$ cat config.mk
export PLATFORM = sky130hd
export DESIGN_NAME = fan_pwm_source_select
export DESIGN_NICKNAME = d
export VERILOG_FILES = /design/src/common/fps_pkg.sv /design/src/hdl/fps_max_pick.sv /design/src/hdl/fps_channel_decode.sv /design/src/hdl/fan_pwm_source_select.sv
export SDC_FILE = /design/constraint.sdc
export NUM_CORES = 1
export LEC_CHECK = 0
export BUFFER_PORTS_ARGS = -buffer_cell sky130_fd_sc_hd__buf_2
export CORE_MARGIN = 8
export CORE_UTILIZATION = 25
export DETAILED_ROUTE_END_ITERATION = 8
export GPL_TIMING_DRIVEN = 0
export PLACE_DENSITY = 0.49
export SLEW_MARGIN = 20
export SYNTH_ARGS = -nofsm -noshare
export SYNTH_HDL_FRONTEND = slang
export SYNTH_SLANG_ARGS = --single-unit
$ cat constraint.sdc
create_clock -name clock -period 11.7 [get_ports clock]
set_clock_uncertainty 0.1 [all_clocks]
set_input_delay 1.755 -clock clock [delete_from_list [all_inputs] [get_ports clock]]
set_output_delay 1.755 -clock clock [all_outputs]
set_load 0.01 [all_outputs]
$ cat src/common/fps_pkg.sv
package fps_pkg;
    // ****************************************
    // Register map (byte addresses)
    // ****************************************
    localparam logic [7:0] FPS_ADDR_DUTY1 = 8'h30;
    localparam logic [7:0] FPS_ADDR_DUTY2 = 8'h31;
    localparam logic [7:0] FPS_ADDR_DUTY3 = 8'h32;
    localparam logic [7:0] FPS_ADDR_SUBST = 8'h36;
    localparam logic [7:0] FPS_ADDR_CFG1 = 8'h40;
    localparam logic [7:0] FPS_ADDR_CH1 = 8'h5c;
    localparam logic [7:0] FPS_ADDR_CH2 = 8'h5d;
    localparam logic [7:0] FPS_ADDR_CH3 = 8'h5e;
    // ****************************************
    // Field positions and reset values
    // ****************************************
    localparam int FPS_SEL_LSB = 5;
    localparam int FPS_SEL_MSB = 7;
    localparam int FPS_ALT_BIT = 3;
    localparam int FPS_SUBST_BIT = 4;
    localparam int FPS_LOCK_BIT = 0;
    localparam logic [7:0] FPS_CH_RESET = 8'h62;
    localparam logic [7:0] FPS_DUTY_RESET = 8'hff;
    localparam logic [7:0] FPS_ZERO8 = 8'h00;
    localparam logic [7:0] FPS_FULL_DUTY = 8'hff;
    // ****************************************
    // Source select codes
    // ****************************************
    localparam logic [2:0] FPS_SEL_0 = 3'h0;
    localparam logic [2:0] FPS_SEL_1 = 3'h1;
    localparam logic [2:0] FPS_SEL_2 = 3'h2;
    localparam logic [2:0] FPS_SEL_3 = 3'h3;
    localparam logic [2:0] FPS_SEL_4 = 3'h4;
    localparam logic [2:0] FPS_SEL_5 = 3'h5;
    localparam logic [2:0] FPS_SEL_6 = 3'h6;
    localparam logic [2:0] FPS_SEL_7 = 3'h7;
    localparam int FPS_NCH = 3;
    typedef enum {FPS_IDLE, FPS_ACCESS} fps_bus_t;
endpackage : fps_pkg

$ cat src/hdl/fps_max_pick.sv
`timescale 1ns/1ps
module fps_max_pick #(
    parameter int N = 4
) (
    // Candidates and enables
    input wire logic [N*8-1:0] dutyIn,
    input wire logic [N-1:0] useIn,
    // Largest enabled candidate
    output logic [7:0] dutyMax
);
    import fps_pkg::*;
    always_comb begin
        dutyMax = FPS_ZERO8;
        for (int i = 0; i < N; i++) begin
            if (useIn[i] && dutyIn[i*8 +: 8] > dutyMax) begin
                dutyMax = dutyIn[i*8 +: 8];
            end
        end
    end
endmodule : fps_max_pick

$ cat src/hdl/fps_channel_decode.sv
`timescale 1ns/1ps
module fps_channel_decode (
    // Channel setting
    input wire logic [2:0] fanSourceSelect,
    input wire logic secondOptionSelect,
    input wire logic [7:0] manualDuty,
    // Candidate duties: remote1, local, remote2, cpu0..cpu3
    input wire logic [55:0] srcDuty,
    // Result
    output logic [7:0] dutyNxt,
    output logic outEnable,
    output logic manualMode
);
    import fps_pkg::*;
    logic [6:0] useSel;
    logic [7:0] maxDuty;
    fps_max_pick #(.N(7)) uPick (
        .dutyIn(srcDuty),
        .useIn(useSel),
        .dutyMax(maxDuty)
    );
    always_comb begin
        useSel = 7'h00;
        dutyNxt = FPS_FULL_DUTY;
        outEnable = 1'b1;
        manualMode = 1'b0;
        if (!secondOptionSelect) begin
            case (fanSourceSelect)
                FPS_SEL_0: useSel = 7'h01;
                FPS_SEL_1: useSel = 7'h02;
                FPS_SEL_2: useSel = 7'h04;
                FPS_SEL_3: useSel = 7'h00;
                FPS_SEL_4: outEnable = 1'b0;
                FPS_SEL_5: useSel = 7'h06;
                FPS_SEL_6: useSel = 7'h07;
                default: manualMode = 1'b1;
            endcase
        end else begin
            case (fanSourceSelect)
                FPS_SEL_0: useSel = 7'h08;
                FPS_SEL_1: useSel = 7'h10;
                FPS_SEL_2: useSel = 7'h20;
                FPS_SEL_3: useSel = 7'h40;
                FPS_SEL_5: useSel = 7'h78;
                FPS_SEL_7: useSel = 7'h7f;
                default: useSel = 7'h00;
            endcase
        end
        if (manualMode) begin
            dutyNxt = manualDuty;
        end else if (useSel != 7'h00) begin
            dutyNxt = maxDuty;
        end
    end
endmodule : fps_channel_decode

$ cat src/hdl/fan_pwm_source_select.sv
// Notes on behaviour
// - Plain codes 0-2 pick remote1, local, remote2
// - Plain code 3 full speed, reset value
// - Plain code 4 disables the output
// - Plain code 5 max of local, remote2
// - Plain code 6 max of three temperatures
// - Plain code 7 manual, duty registers writable
// - Second option codes 0-3 pick cpu readings
// - Second option codes 4,6 run full duty
// - Second option code 5 max cpu reading
// - Second option code 7 max of all
// - Lock bit freezes config and channel registers; substitute register stays writable
// - Substitute mode forces channel 1 second option
// - Bits 7:5 code, bit 3 option, clear
`timescale 1ns/1ps
module fan_pwm_source_select (
    // Clock and reset
    input wire logic clock,
    input wire logic rst,
    // APB slave
    input wire logic psel,
    input wire logic penable,
    input wire logic pwrite,
    input wire logic [11:0] paddr,
    input wire logic [31:0] pwdata,
    input wire logic [3:0] pstrb,
    output logic [31:0] prdata,
    output logic pready,
    output logic pslverr,
    // Duty from temperature curves (same clock)
    input wire logic [7:0] remote1Duty,
    input wire logic [7:0] localDuty,
    input wire logic [7:0] remote2Duty,
    input wire logic [7:0] cpuReading0Duty,
    input wire logic [7:0] cpuReading1Duty,
    input wire logic [7:0] cpuReading2Duty,
    input wire logic [7:0] cpuReading3Duty,
    // Per-channel result
    output logic [fps_pkg::FPS_NCH*8-1:0] pwmDuty,
    output logic [fps_pkg::FPS_NCH-1:0] pwmEnable,
    output logic [fps_pkg::FPS_NCH-1:0] pwmManual,
    output logic configLocked
);
    import fps_pkg::*;

    // ****************************************
    // State
    // ****************************************
    typedef struct packed {
        logic [FPS_NCH-1:0][7:0] chCfg;
        logic [FPS_NCH-1:0][7:0] manDuty;
        logic [FPS_NCH-1:0][7:0] duty;
        logic [FPS_NCH-1:0] enable;
        logic [FPS_NCH-1:0] manual;
        logic [7:0] subst;
        logic [7:0] cfg1;
        logic [31:0] rdata;
        logic slvErr;
    } fps_state_t;

    fps_state_t st_r;
    fps_state_t st_nxt;
    logic [55:0] srcDuty;
    logic [FPS_NCH*8-1:0] decDuty;
    logic [FPS_NCH-1:0] decEnable;
    logic [FPS_NCH-1:0] decManual;
    logic [FPS_NCH-1:0] effOption;
    logic access;
    logic [7:0] wByte;
    logic [7:0] addr8;
    logic [1:0] cfgIdx;
    logic [1:0] dutyIdx;

    assign srcDuty = {cpuReading3Duty, cpuReading2Duty, cpuReading1Duty, cpuReading0Duty,
                      remote2Duty, localDuty, remote1Duty};
    assign access = psel && penable;
    assign wByte = pwdata[7:0];
    assign addr8 = paddr[7:0];
    // Channel index within each register group
    assign cfgIdx = 2'(addr8 - FPS_ADDR_CH1);
    assign dutyIdx = 2'(addr8 - FPS_ADDR_DUTY1);

    // ****************************************
    // Per-channel decode
    // ****************************************
    genvar g;
    generate
        for (g = 0; g < FPS_NCH; g++) begin : gCh
            if (g == 0) begin : gSub
                assign effOption[g] = st_r.chCfg[g][FPS_ALT_BIT] | st_r.subst[FPS_SUBST_BIT];
            end else begin : gPlain
                assign effOption[g] = st_r.chCfg[g][FPS_ALT_BIT];
            end
            fps_channel_decode uDec (
                .fanSourceSelect(st_r.chCfg[g][FPS_SEL_MSB:FPS_SEL_LSB]),
                .secondOptionSelect(effOption[g]),
                .manualDuty(st_r.manDuty[g]),
                .srcDuty(srcDuty),
                .dutyNxt(decDuty[g*8 +: 8]),
                .outEnable(decEnable[g]),
                .manualMode(decManual[g])
            );
        end
    endgenerate

    // ****************************************
    // Next state
    // ****************************************
    always_comb begin
        st_nxt = st_r;
        for (int i = 0; i < FPS_NCH; i++) begin
            st_nxt.duty[i] = decDuty[i*8 +: 8];
        end
        st_nxt.enable = decEnable;
        st_nxt.manual = decManual;
        st_nxt.slvErr = 1'b0;
        st_nxt.rdata = 32'h0000_0000;
        if (access && pwrite && pstrb[0]) begin
            if (paddr[11:8] != 4'h0) begin
                st_nxt.slvErr = 1'b1;
            end else if (addr8 == FPS_ADDR_CFG1) begin
                if (!st_r.cfg1[FPS_LOCK_BIT]) begin
                    st_nxt.cfg1 = wByte;
                end
            end else if (addr8 == FPS_ADDR_SUBST) begin
                st_nxt.subst = wByte;
            end else if (addr8 == FPS_ADDR_CH1 || addr8 == FPS_ADDR_CH2 ||
                         addr8 == FPS_ADDR_CH3) begin
                if (!st_r.cfg1[FPS_LOCK_BIT]) begin
                    st_nxt.chCfg[cfgIdx] = wByte;
                end
            end else if (addr8 == FPS_ADDR_DUTY1 || addr8 == FPS_ADDR_DUTY2 ||
                         addr8 == FPS_ADDR_DUTY3) begin
                if (decManual[dutyIdx]) begin
                    st_nxt.manDuty[dutyIdx] = wByte;
                end
            end else begin
                st_nxt.slvErr = 1'b1;
            end
        end else if (access && !pwrite) begin
            if (paddr[11:8] != 4'h0) begin
                st_nxt.slvErr = 1'b1;
            end else if (addr8 == FPS_ADDR_CFG1) begin
                st_nxt.rdata = {24'h000000, st_r.cfg1};
            end else if (addr8 == FPS_ADDR_SUBST) begin
                st_nxt.rdata = {24'h000000, st_r.subst};
            end else if (addr8 == FPS_ADDR_CH1 || addr8 == FPS_ADDR_CH2 ||
                         addr8 == FPS_ADDR_CH3) begin
                st_nxt.rdata = {24'h000000, st_r.chCfg[cfgIdx]};
            end else if (addr8 == FPS_ADDR_DUTY1 || addr8 == FPS_ADDR_DUTY2 ||
                         addr8 == FPS_ADDR_DUTY3) begin
                // Reads the live duty of the channel
                st_nxt.rdata = {24'h000000, st_r.duty[dutyIdx]};
            end else begin
                st_nxt.slvErr = 1'b1;
            end
        end
    end

    // ****************************************
    // Registers
    // ****************************************
    always_ff @(posedge clock) begin
        if (rst) begin
            for (int i = 0; i < FPS_NCH; i++) begin
                st_r.chCfg[i] <= FPS_CH_RESET;
                st_r.manDuty[i] <= FPS_DUTY_RESET;
                st_r.duty[i] <= FPS_FULL_DUTY;
            end
            st_r.enable <= '1;
            st_r.manual <= '0;
            st_r.subst <= FPS_ZERO8;
            st_r.cfg1 <= FPS_ZERO8;
            st_r.rdata <= 32'h0000_0000;
            st_r.slvErr <= 1'b0;
        end else begin
            st_r <= st_nxt;
        end
    end

    // ****************************************
    // APB answer: one wait state
    // ****************************************
    logic wait_r;
    always_ff @(posedge clock) begin
        if (rst) begin
            wait_r <= 1'b0;
        end else begin
            wait_r <= access && !wait_r;
        end
    end
    assign pready = wait_r;
    assign prdata = st_r.rdata;
    assign pslverr = wait_r && st_r.slvErr;
    assign pwmDuty = st_r.duty;
    assign pwmEnable = st_r.enable;
    assign pwmManual = st_r.manual;
    assign configLocked = st_r.cfg1[FPS_LOCK_BIT];
endmodule : fan_pwm_source_select

==> results.md, run 1 <==
* Outcome: finished with violations
* Violated checks: setup timing
* Commonest non-fill, non-tap cells in the layout: buf_4, nand2_1, buf_2
* Leakage at 6.76 nW
* Final #Nets at 1950
* CTS tree: built
* Gr usage total at 15.7%
* Critical path class: in -> reg
* Inserted Diodes at 0
* HPWL Detailed at 34.2 mm
* CTS Root Cell: clkbuf_16
* Core Region at 45100 µm²
* Slack of the critical path at -0.153 ns
* Most common cell after layout, fill and taps aside: buf_4
* Required time worst endpoint at 11.85 ns
* Post-Place Cells at 2158
* Sequential power share at 41.3%
* Critical Path Most Common Cell: buf_4
* Register bit total from synthesis at 104
* Slew Limit Fails at 0
* Fillers at 4630
* Clk slew on worst S/H paths at 0.08 ns
* Worst VDD drop at 0.0000755 V
* Switching power at 272 µW
* Post-synthesis adder-cell area fraction at 15.2%
* Via count of the first global-routing pass at 11439
* H-tree depth at 3
* Initial DRT Pass Iterations at 5
* Die Ht at 229 µm
* CP max-delay cell: a2111o_1
* Fin crit share at 101%
* Total die area at 52500 µm²
* Syn_area_per_cell at 7.98 µm²
* Area delta synth->final at 42.8%
* Max stage delay on crit path at 0.41 ns
* Slew headroom at 8.81%
* Fin cells at 2311
* WP data arrival at 12.00 ns
* Worst min path class: reg -> reg
* Post-synth EDFFs at 0
* Clk pwr share at 36.3%
* Sequential area share after synthesis at 18.3%
* Drt initial violations at 824
* Post-synthesis simple-gate area fraction at 17.7%
* Remaining antenna violation count after routing at 0
* Top_reg_cell synth: dfxtp_1
* Worst-Margin Slew at 1.36 ns
* Sw frac at 31.8%
* Critical Path Start Type: input port
* Starting Density at 25.2%
* Clk_lat worst skew at 0.36 ns
* Max Clock Freq at 84.4 MHz
* Drt drc at 0
* Cell Int Power at 584 µW
* Mux share of post-synthesis cell area at 14.2%
* Drt via density at 5.12
* RD Place Congestion at 0.884
* Hold-fix buffers, CTS at 0
* Largest net degree at the start of global routing at 22
* Via count at 11835
* Bufs on Longest Clock Path at 2
* Grt ovf at 0
* Final min period at 11.85 ns
* Worst setup EP type: flop
* Routed WL at 45.7 mm
* I/O pins at 174
* Main combinational cell family by area after synthesis: compound AO/OA/AOI/OAI gates
* Mapped Cells at 1424
* Clk sinks at 104
* Synth warn at 0
* Hold slack at 0.336 ns
* Hold Violations, Final at 0
* Post-Synth XOR/XNOR Area at 0.837%
* Final Setup Violations at 15
* Die Span X at 229 µm
* Syn Std Cell Area at 11400 µm²
* Wire length of the first global-routing pass at 66.0 mm
* RSZ-0062 raised after global routing: yes
* Worst-path fanout max at 7
* Synth Area in Compound Gates at 23.6%
* Wire per inst at 19.8 µm
* Cell Rows at 78
* Post-synth ARST share at 0%
* Share of total power in combinational logic at 22.3%
* Reg-to-reg slack, setup at 0.02 ns
* Layout cell share with drive strength beyond 1 at 41.0%
* Port bufs at 111
* Initial antenna violation count at 0
* TritonCTS Buffers at 9
* Max-Cap Viols at 0
* Library cells used by synthesis at 100
* Pwr Density at 52.8 nW/µm²
[power groups by stage]
stage | clock network (mW) | registers, mW | logic (mW)
global route | 0.332 | 0.354 | 0.207
detailed placement | 0 | 0.362 | 0.146
global placement | 0 | 0.362 | 0.142
floorplan | 0 | 0.362 | 0.0873
CTS | 0.318 | 0.354 | 0.160
finish | 0.311 | 0.354 | 0.191
[kinds of logic (layout without fill, tap and decap cells)]
kind of cell    after synthesis  count (layout)
xor+xnor                     10              10
simple gates                411             411
compound gates              382             382
fa+ha+maj                   139             139
other cells                   1              24
flops                       104             104
buf+inv                     227             491
mux                         150             150
[state kept, by name (all words and copies together), names as in the netlist]
register,flops
pwmManual,3
pwmEnable,3
pready,1
st_r,62
effOption,2
prdata,8
configLocked,1
pwmDuty,24
[metrics by stage]
| step | util (%) | area [µm²] | setup TNS, ns | setup WS (ns) | power [mW] |
|---|---|---|---|---|---|
| after global routing | 36.0 | 16200 | -8.64 | -0.554 | 0.893 |
| final | 36.0 | 16200 | -1.07 | -0.153 | 0.856 |
| after detailed placement | 28.4 | 12800 | -44.20 | -2.09 | 0.508 |
| after CTS | 32.2 | 14500 | -0.0963 | -0.0209 | 0.832 |
| after floorplan | - | 11500 | 0 | 0.00963 | 0.450 |
| after global placement | 28.4 | 12800 | -40.61 | -1.98 | 0.504 |
[timing repair]
action,CTS,global route
pin swaps,63,112
cloned,3,2
setup endpoints to repair,24,24
setup buffers,76,61
resized for setup,185,270
[worst paths after layout]
kind                                             start                     to  depth (start not counted)
worst max-delay path                    remote1Duty[2]  pwmDuty[1]$_SDFF_PP1_                         55
worst max register to register  st_r[109]$_SDFFE_PP1P_  pwmDuty[1]$_SDFF_PP1_                         58
worst min-delay path                 pready$_SDFF_PP0_      pready$_SDFF_PP0_                          1
worst min register to register       pready$_SDFF_PP0_      pready$_SDFF_PP0_                          1
[routing by layer]
layer	GRT usage [%]	vias up	share of wire (%)
li1	-	5660	-
met1	21.5	5752	46
met2	25.3	351	47
met3	2.93	72	5.8
met4	3.49	0	2.0
met5	0	-	0
[layout make-up]
class	count	area, µm²	area share (%)
inverters	106	415	2.56
well taps	600	751	4.63
multi-input cells	1116	10000	61.9
flip-flops and latches	104	2090	12.9
clock inverters	7	78.8	0.486
repair buffers	252	1800	11.1
plain buffers	117	822	5.07
clock buffers	9	225	1.39
[critical path, delay by kind of cell]
kind	cells	cell delay, ns
fa+ha+maj	6	1.66
simple gates	13	1.62
buf+inv	11	1.45
mux	4	1.10
compound gates	21	4.37
[cells in the mapped netlist (all sizes together) (4+ instances only)]
cell type,n,area [µm²]
nor2,95,367
mux2,48,559
o31a,7,61.3
o21ai,68,352
a21boi,11,82.6
or4,6,45.0
nor2b,22,143
ha,135,1690
a211oi,10,110
o21a,10,75.1
clkbuf,38,143
buf,83,592
inv,106,398
o211ai,9,82.6
xnor2,10,95.1
a311oi,4,35.0
nor3b,4,30.0
nand2,140,526
and4,7,61.3
mux2i,102,1060
nand3,30,150
nor4,6,37.5
a21oi,103,542
or2,6,37.5
a21o,35,263
a41oi,9,78.8
o22ai,23,144
o22a,6,52.6
dfxtp,104,2080
a31oi,6,73.8
and2,17,106
nand2b,18,120
o31ai,21,181
o221ai,13,120
a22oi,12,90.1
nand4,22,138
and3,7,43.8
nor3,20,116
maj3,4,42.5
(Power assumes the default switching activity.)
==> inputs of run 2 (changes only) <==
RECOVER_POWER = 25   (was default)
==> run 2 against run 1 <==
  * The run still ends with setup timing left
  * Flip-flop and latch count stayed put
  * Largest power group unchanged
  * Clock-buffer cell count unchanged
  * Via count shrank 0.13%
  * Highest routed layer unchanged
  * Worst setup slack better by 0.0054 ns
  * Largest cell class unchanged
  * Sequential power about the same
  * Total power shrank 0.17%
  * Non-clock buffer count is the same
==> results.md, run 2 (synthesized netlist as in run 1, its figures left out) <==
* Outcome: finished with violations
* Violated checks: setup timing
* Critical path class: in -> reg
* Critical Path Start Type: input port
* Most common cell after layout, fill and taps aside: buf_4
* Hold Violations, Final at 0 (unchanged)
* Hold slack at 0.340 ns (+0.00338 ns)
* RSZ-0062 raised after global routing: yes
* HP Start: pready$_SDFF_PP0_
* Port bufs at 111 (unchanged)
* Clk_lat worst skew at 0.36 ns (about the same)
* Final min period at 11.85 ns (-0.00545 ns)
* Total die area at 52500 µm² (unchanged)
* CTS Root Cell: clkbuf_16
* RD Place Congestion at 0.884 (unchanged)
* Clk slew on worst S/H paths at 0.08 ns (about the same)
* Reg-to-reg slack, setup at 0.01 ns (about the same)
* DR top layer: met4
* Post-Layout Inst Area at 16200 µm² (-0.19%)
* RR Startpoint: st_r[124]$_SDFFE_PP1P_
* Commonest non-fill, non-tap cells in the layout: buf_4, nand2_1, dfxtp_1
* Area delta synth->final at 42.5%
* Clk pwr share at 36.3% (about the same)
* Max-Cap Viols at 0 (unchanged)
* Layout cell share with drive strength beyond 1 at 39.6% (-1.5 points)
* Clk sinks at 104 (unchanged)
* Via count at 11820 (-0.13%)
* I/O pins at 174 (unchanged)
* CTS tree: built
* Largest net degree at the start of global routing at 22 (unchanged)
* Placed instance area at 12800 µm² (unchanged)
* Fin crit share at 101% (about the same)
* Initial antenna violation count at 0 (unchanged)
* Hold-fix buffers, CTS at 0 (unchanged)
* Share of total power in combinational logic at 22.3% (about the same)
* Setup TNS at -1.24 ns (-0.171 ns)
* Met1 WL at 20.9 mm (about the same)
* Drt initial violations at 867 (+5.2%)
* Slack of the critical path at -0.148 ns (+0.00545 ns)
* Switching power at 271 µW (-0.51%)
* Cell Int Power at 584 µW (about the same)
* Sw frac at 31.7% (-0.11 points)
* Starting Density at 25.2% (unchanged)
* Initial DRT Pass Iterations at 5 (unchanged)
* Post-layout util at 35.9% (-0.069 points)
* TritonCTS Buffers at 9 (unchanged)
* WP data arrival at 12.00 ns (about the same)
* Final #Nets at 1950 (unchanged)
* CP max-delay cell: a2111o_1
* Slew Limit Fails at 0 (unchanged)
* Sequential power share at 41.4% (about the same)
* Max Clock Freq at 84.4 MHz (about the same)
* Max stage delay on crit path at 0.41 ns (about the same)
* Worst VDD drop at 0.0000753 V (-0.20%)
* Routed WL at 45.6 mm (-0.17%)
* Gr usage total at 15.7% (unchanged)
* Grt ovf at 0 (unchanged)
* Drt drc at 0 (unchanged)
* Largest register FFs at 62 (unchanged)
* Bufs on Longest Clock Path at 2 (unchanged)
* Worst-Margin Slew at 1.42 ns (+0.0623 ns)
* Met2 wire length at 21.1 mm (-0.77%)
* Critical Path Most Common Cell: buf_4
* Pwr Density at 52.8 nW/µm² (about the same)
* Fillers at 4639 (+0.19%)
* Slew headroom at 4.63% (-4.2 points)
* Cell Rows at 78 (unchanged)
* Wire per inst at 19.7 µm (-0.17%)
* Via count of the first global-routing pass at 11439 (unchanged)
* Worst setup startpoint: remote1Duty[2]
* Final Setup Violations at 15 (unchanged)
* Required time worst endpoint at 11.85 ns (about the same)
* Worst-path fanout max at 7 (unchanged)
* Final Power at 855 µW (-0.17%)
* Inserted Diodes at 0 (unchanged)
* Drt via density at 5.11 (-0.13%)
* Die Span X at 229 µm (unchanged)
* HPWL Detailed at 34.2 mm (unchanged)
* Worst setup EP type: flop
* H-tree depth at 3 (unchanged)
* Largest Register: st_r
* Worst min path class: reg -> reg
* Remaining antenna violation count after routing at 0 (unchanged)
* Wire length of the first global-routing pass at 66.0 mm (unchanged)
* Core Region at 45100 µm² (unchanged)
* Die Ht at 229 µm (unchanged)
* Met3 wire len at 2.71 mm (+2.0%)
* Leakage at 6.69 nW (-1.0%)
[run 2: cell types whose count changed in the layout (fill, tap and decap cells not counted), sizes merged]
| cell | change |
|---|---|
| buf | -25 |
| clkbuf | +25 |
[run 2: area by class of cell]
type	instances	area (µm²)	share of cell area, %
multi-input combinational	1116	10000	62.0
sequential	104	2090	12.9
timing repair buffer	252	1770	10.9
buffer	117	822	5.08
tap	600	751	4.64
inverter	106	415	2.56
clock buffer	9	225	1.39
clock inverter	7	78.8	0.487
[run 2: power by group through the flow]
stage                     logic, mW  clock network [mW]  registers (mW)
after CTS                     0.160               0.318           0.354
final                         0.191               0.310           0.354
after global routing          0.207               0.332           0.354
after global placement        0.142                   0           0.362
after floorplan              0.0873                   0           0.362
after detailed placement      0.146                   0           0.362
[run 2: path summary, 6_finish.rpt]
path	to	depth (start not counted)
worst max-delay path	pwmDuty[1]$_SDFF_PP1_	55
worst min-delay path	pready$_SDFF_PP0_	1
worst max register to register	pwmDuty[17]$_SDFF_PP1_	64
worst min register to register	pready$_SDFF_PP0_	1
[run 2: routing by layer]
metal  vias up  GRT usage (%)
met5         -              0
met4         0           3.49
met3        75           2.93
met2       365           25.3
met1      5723           21.5
li1       5657              -
[run 2: what timing repair did]
| item | CTS | global route |
|---|---|---|
| buffers inserted | 76 | 61 |
| resized for setup | 185 | 270 |
| gates cloned | 3 | 2 |
| endpoints found under the setup margin | 24 | 24 |
| pin swaps | 63 | 112 |
[run 2: per-stage QoR]
stage	cells	worst slack (ns)
after floorplan	1447	0.00963
after global placement	2158	-1.98
after detailed placement	2158	-2.09
after CTS	2251	-0.0209
after global routing	2311	-0.554
final	2311	-0.148
[run 2: critical path, delay by kind of cell]
kind,cells,cell delay [ns]
AOI/OAI and AO/OA,21,4.38
adders and majority gates,6,1.66
and+or+nand+nor,13,1.60
buffers and inverters,11,1.45
muxes,4,1.11
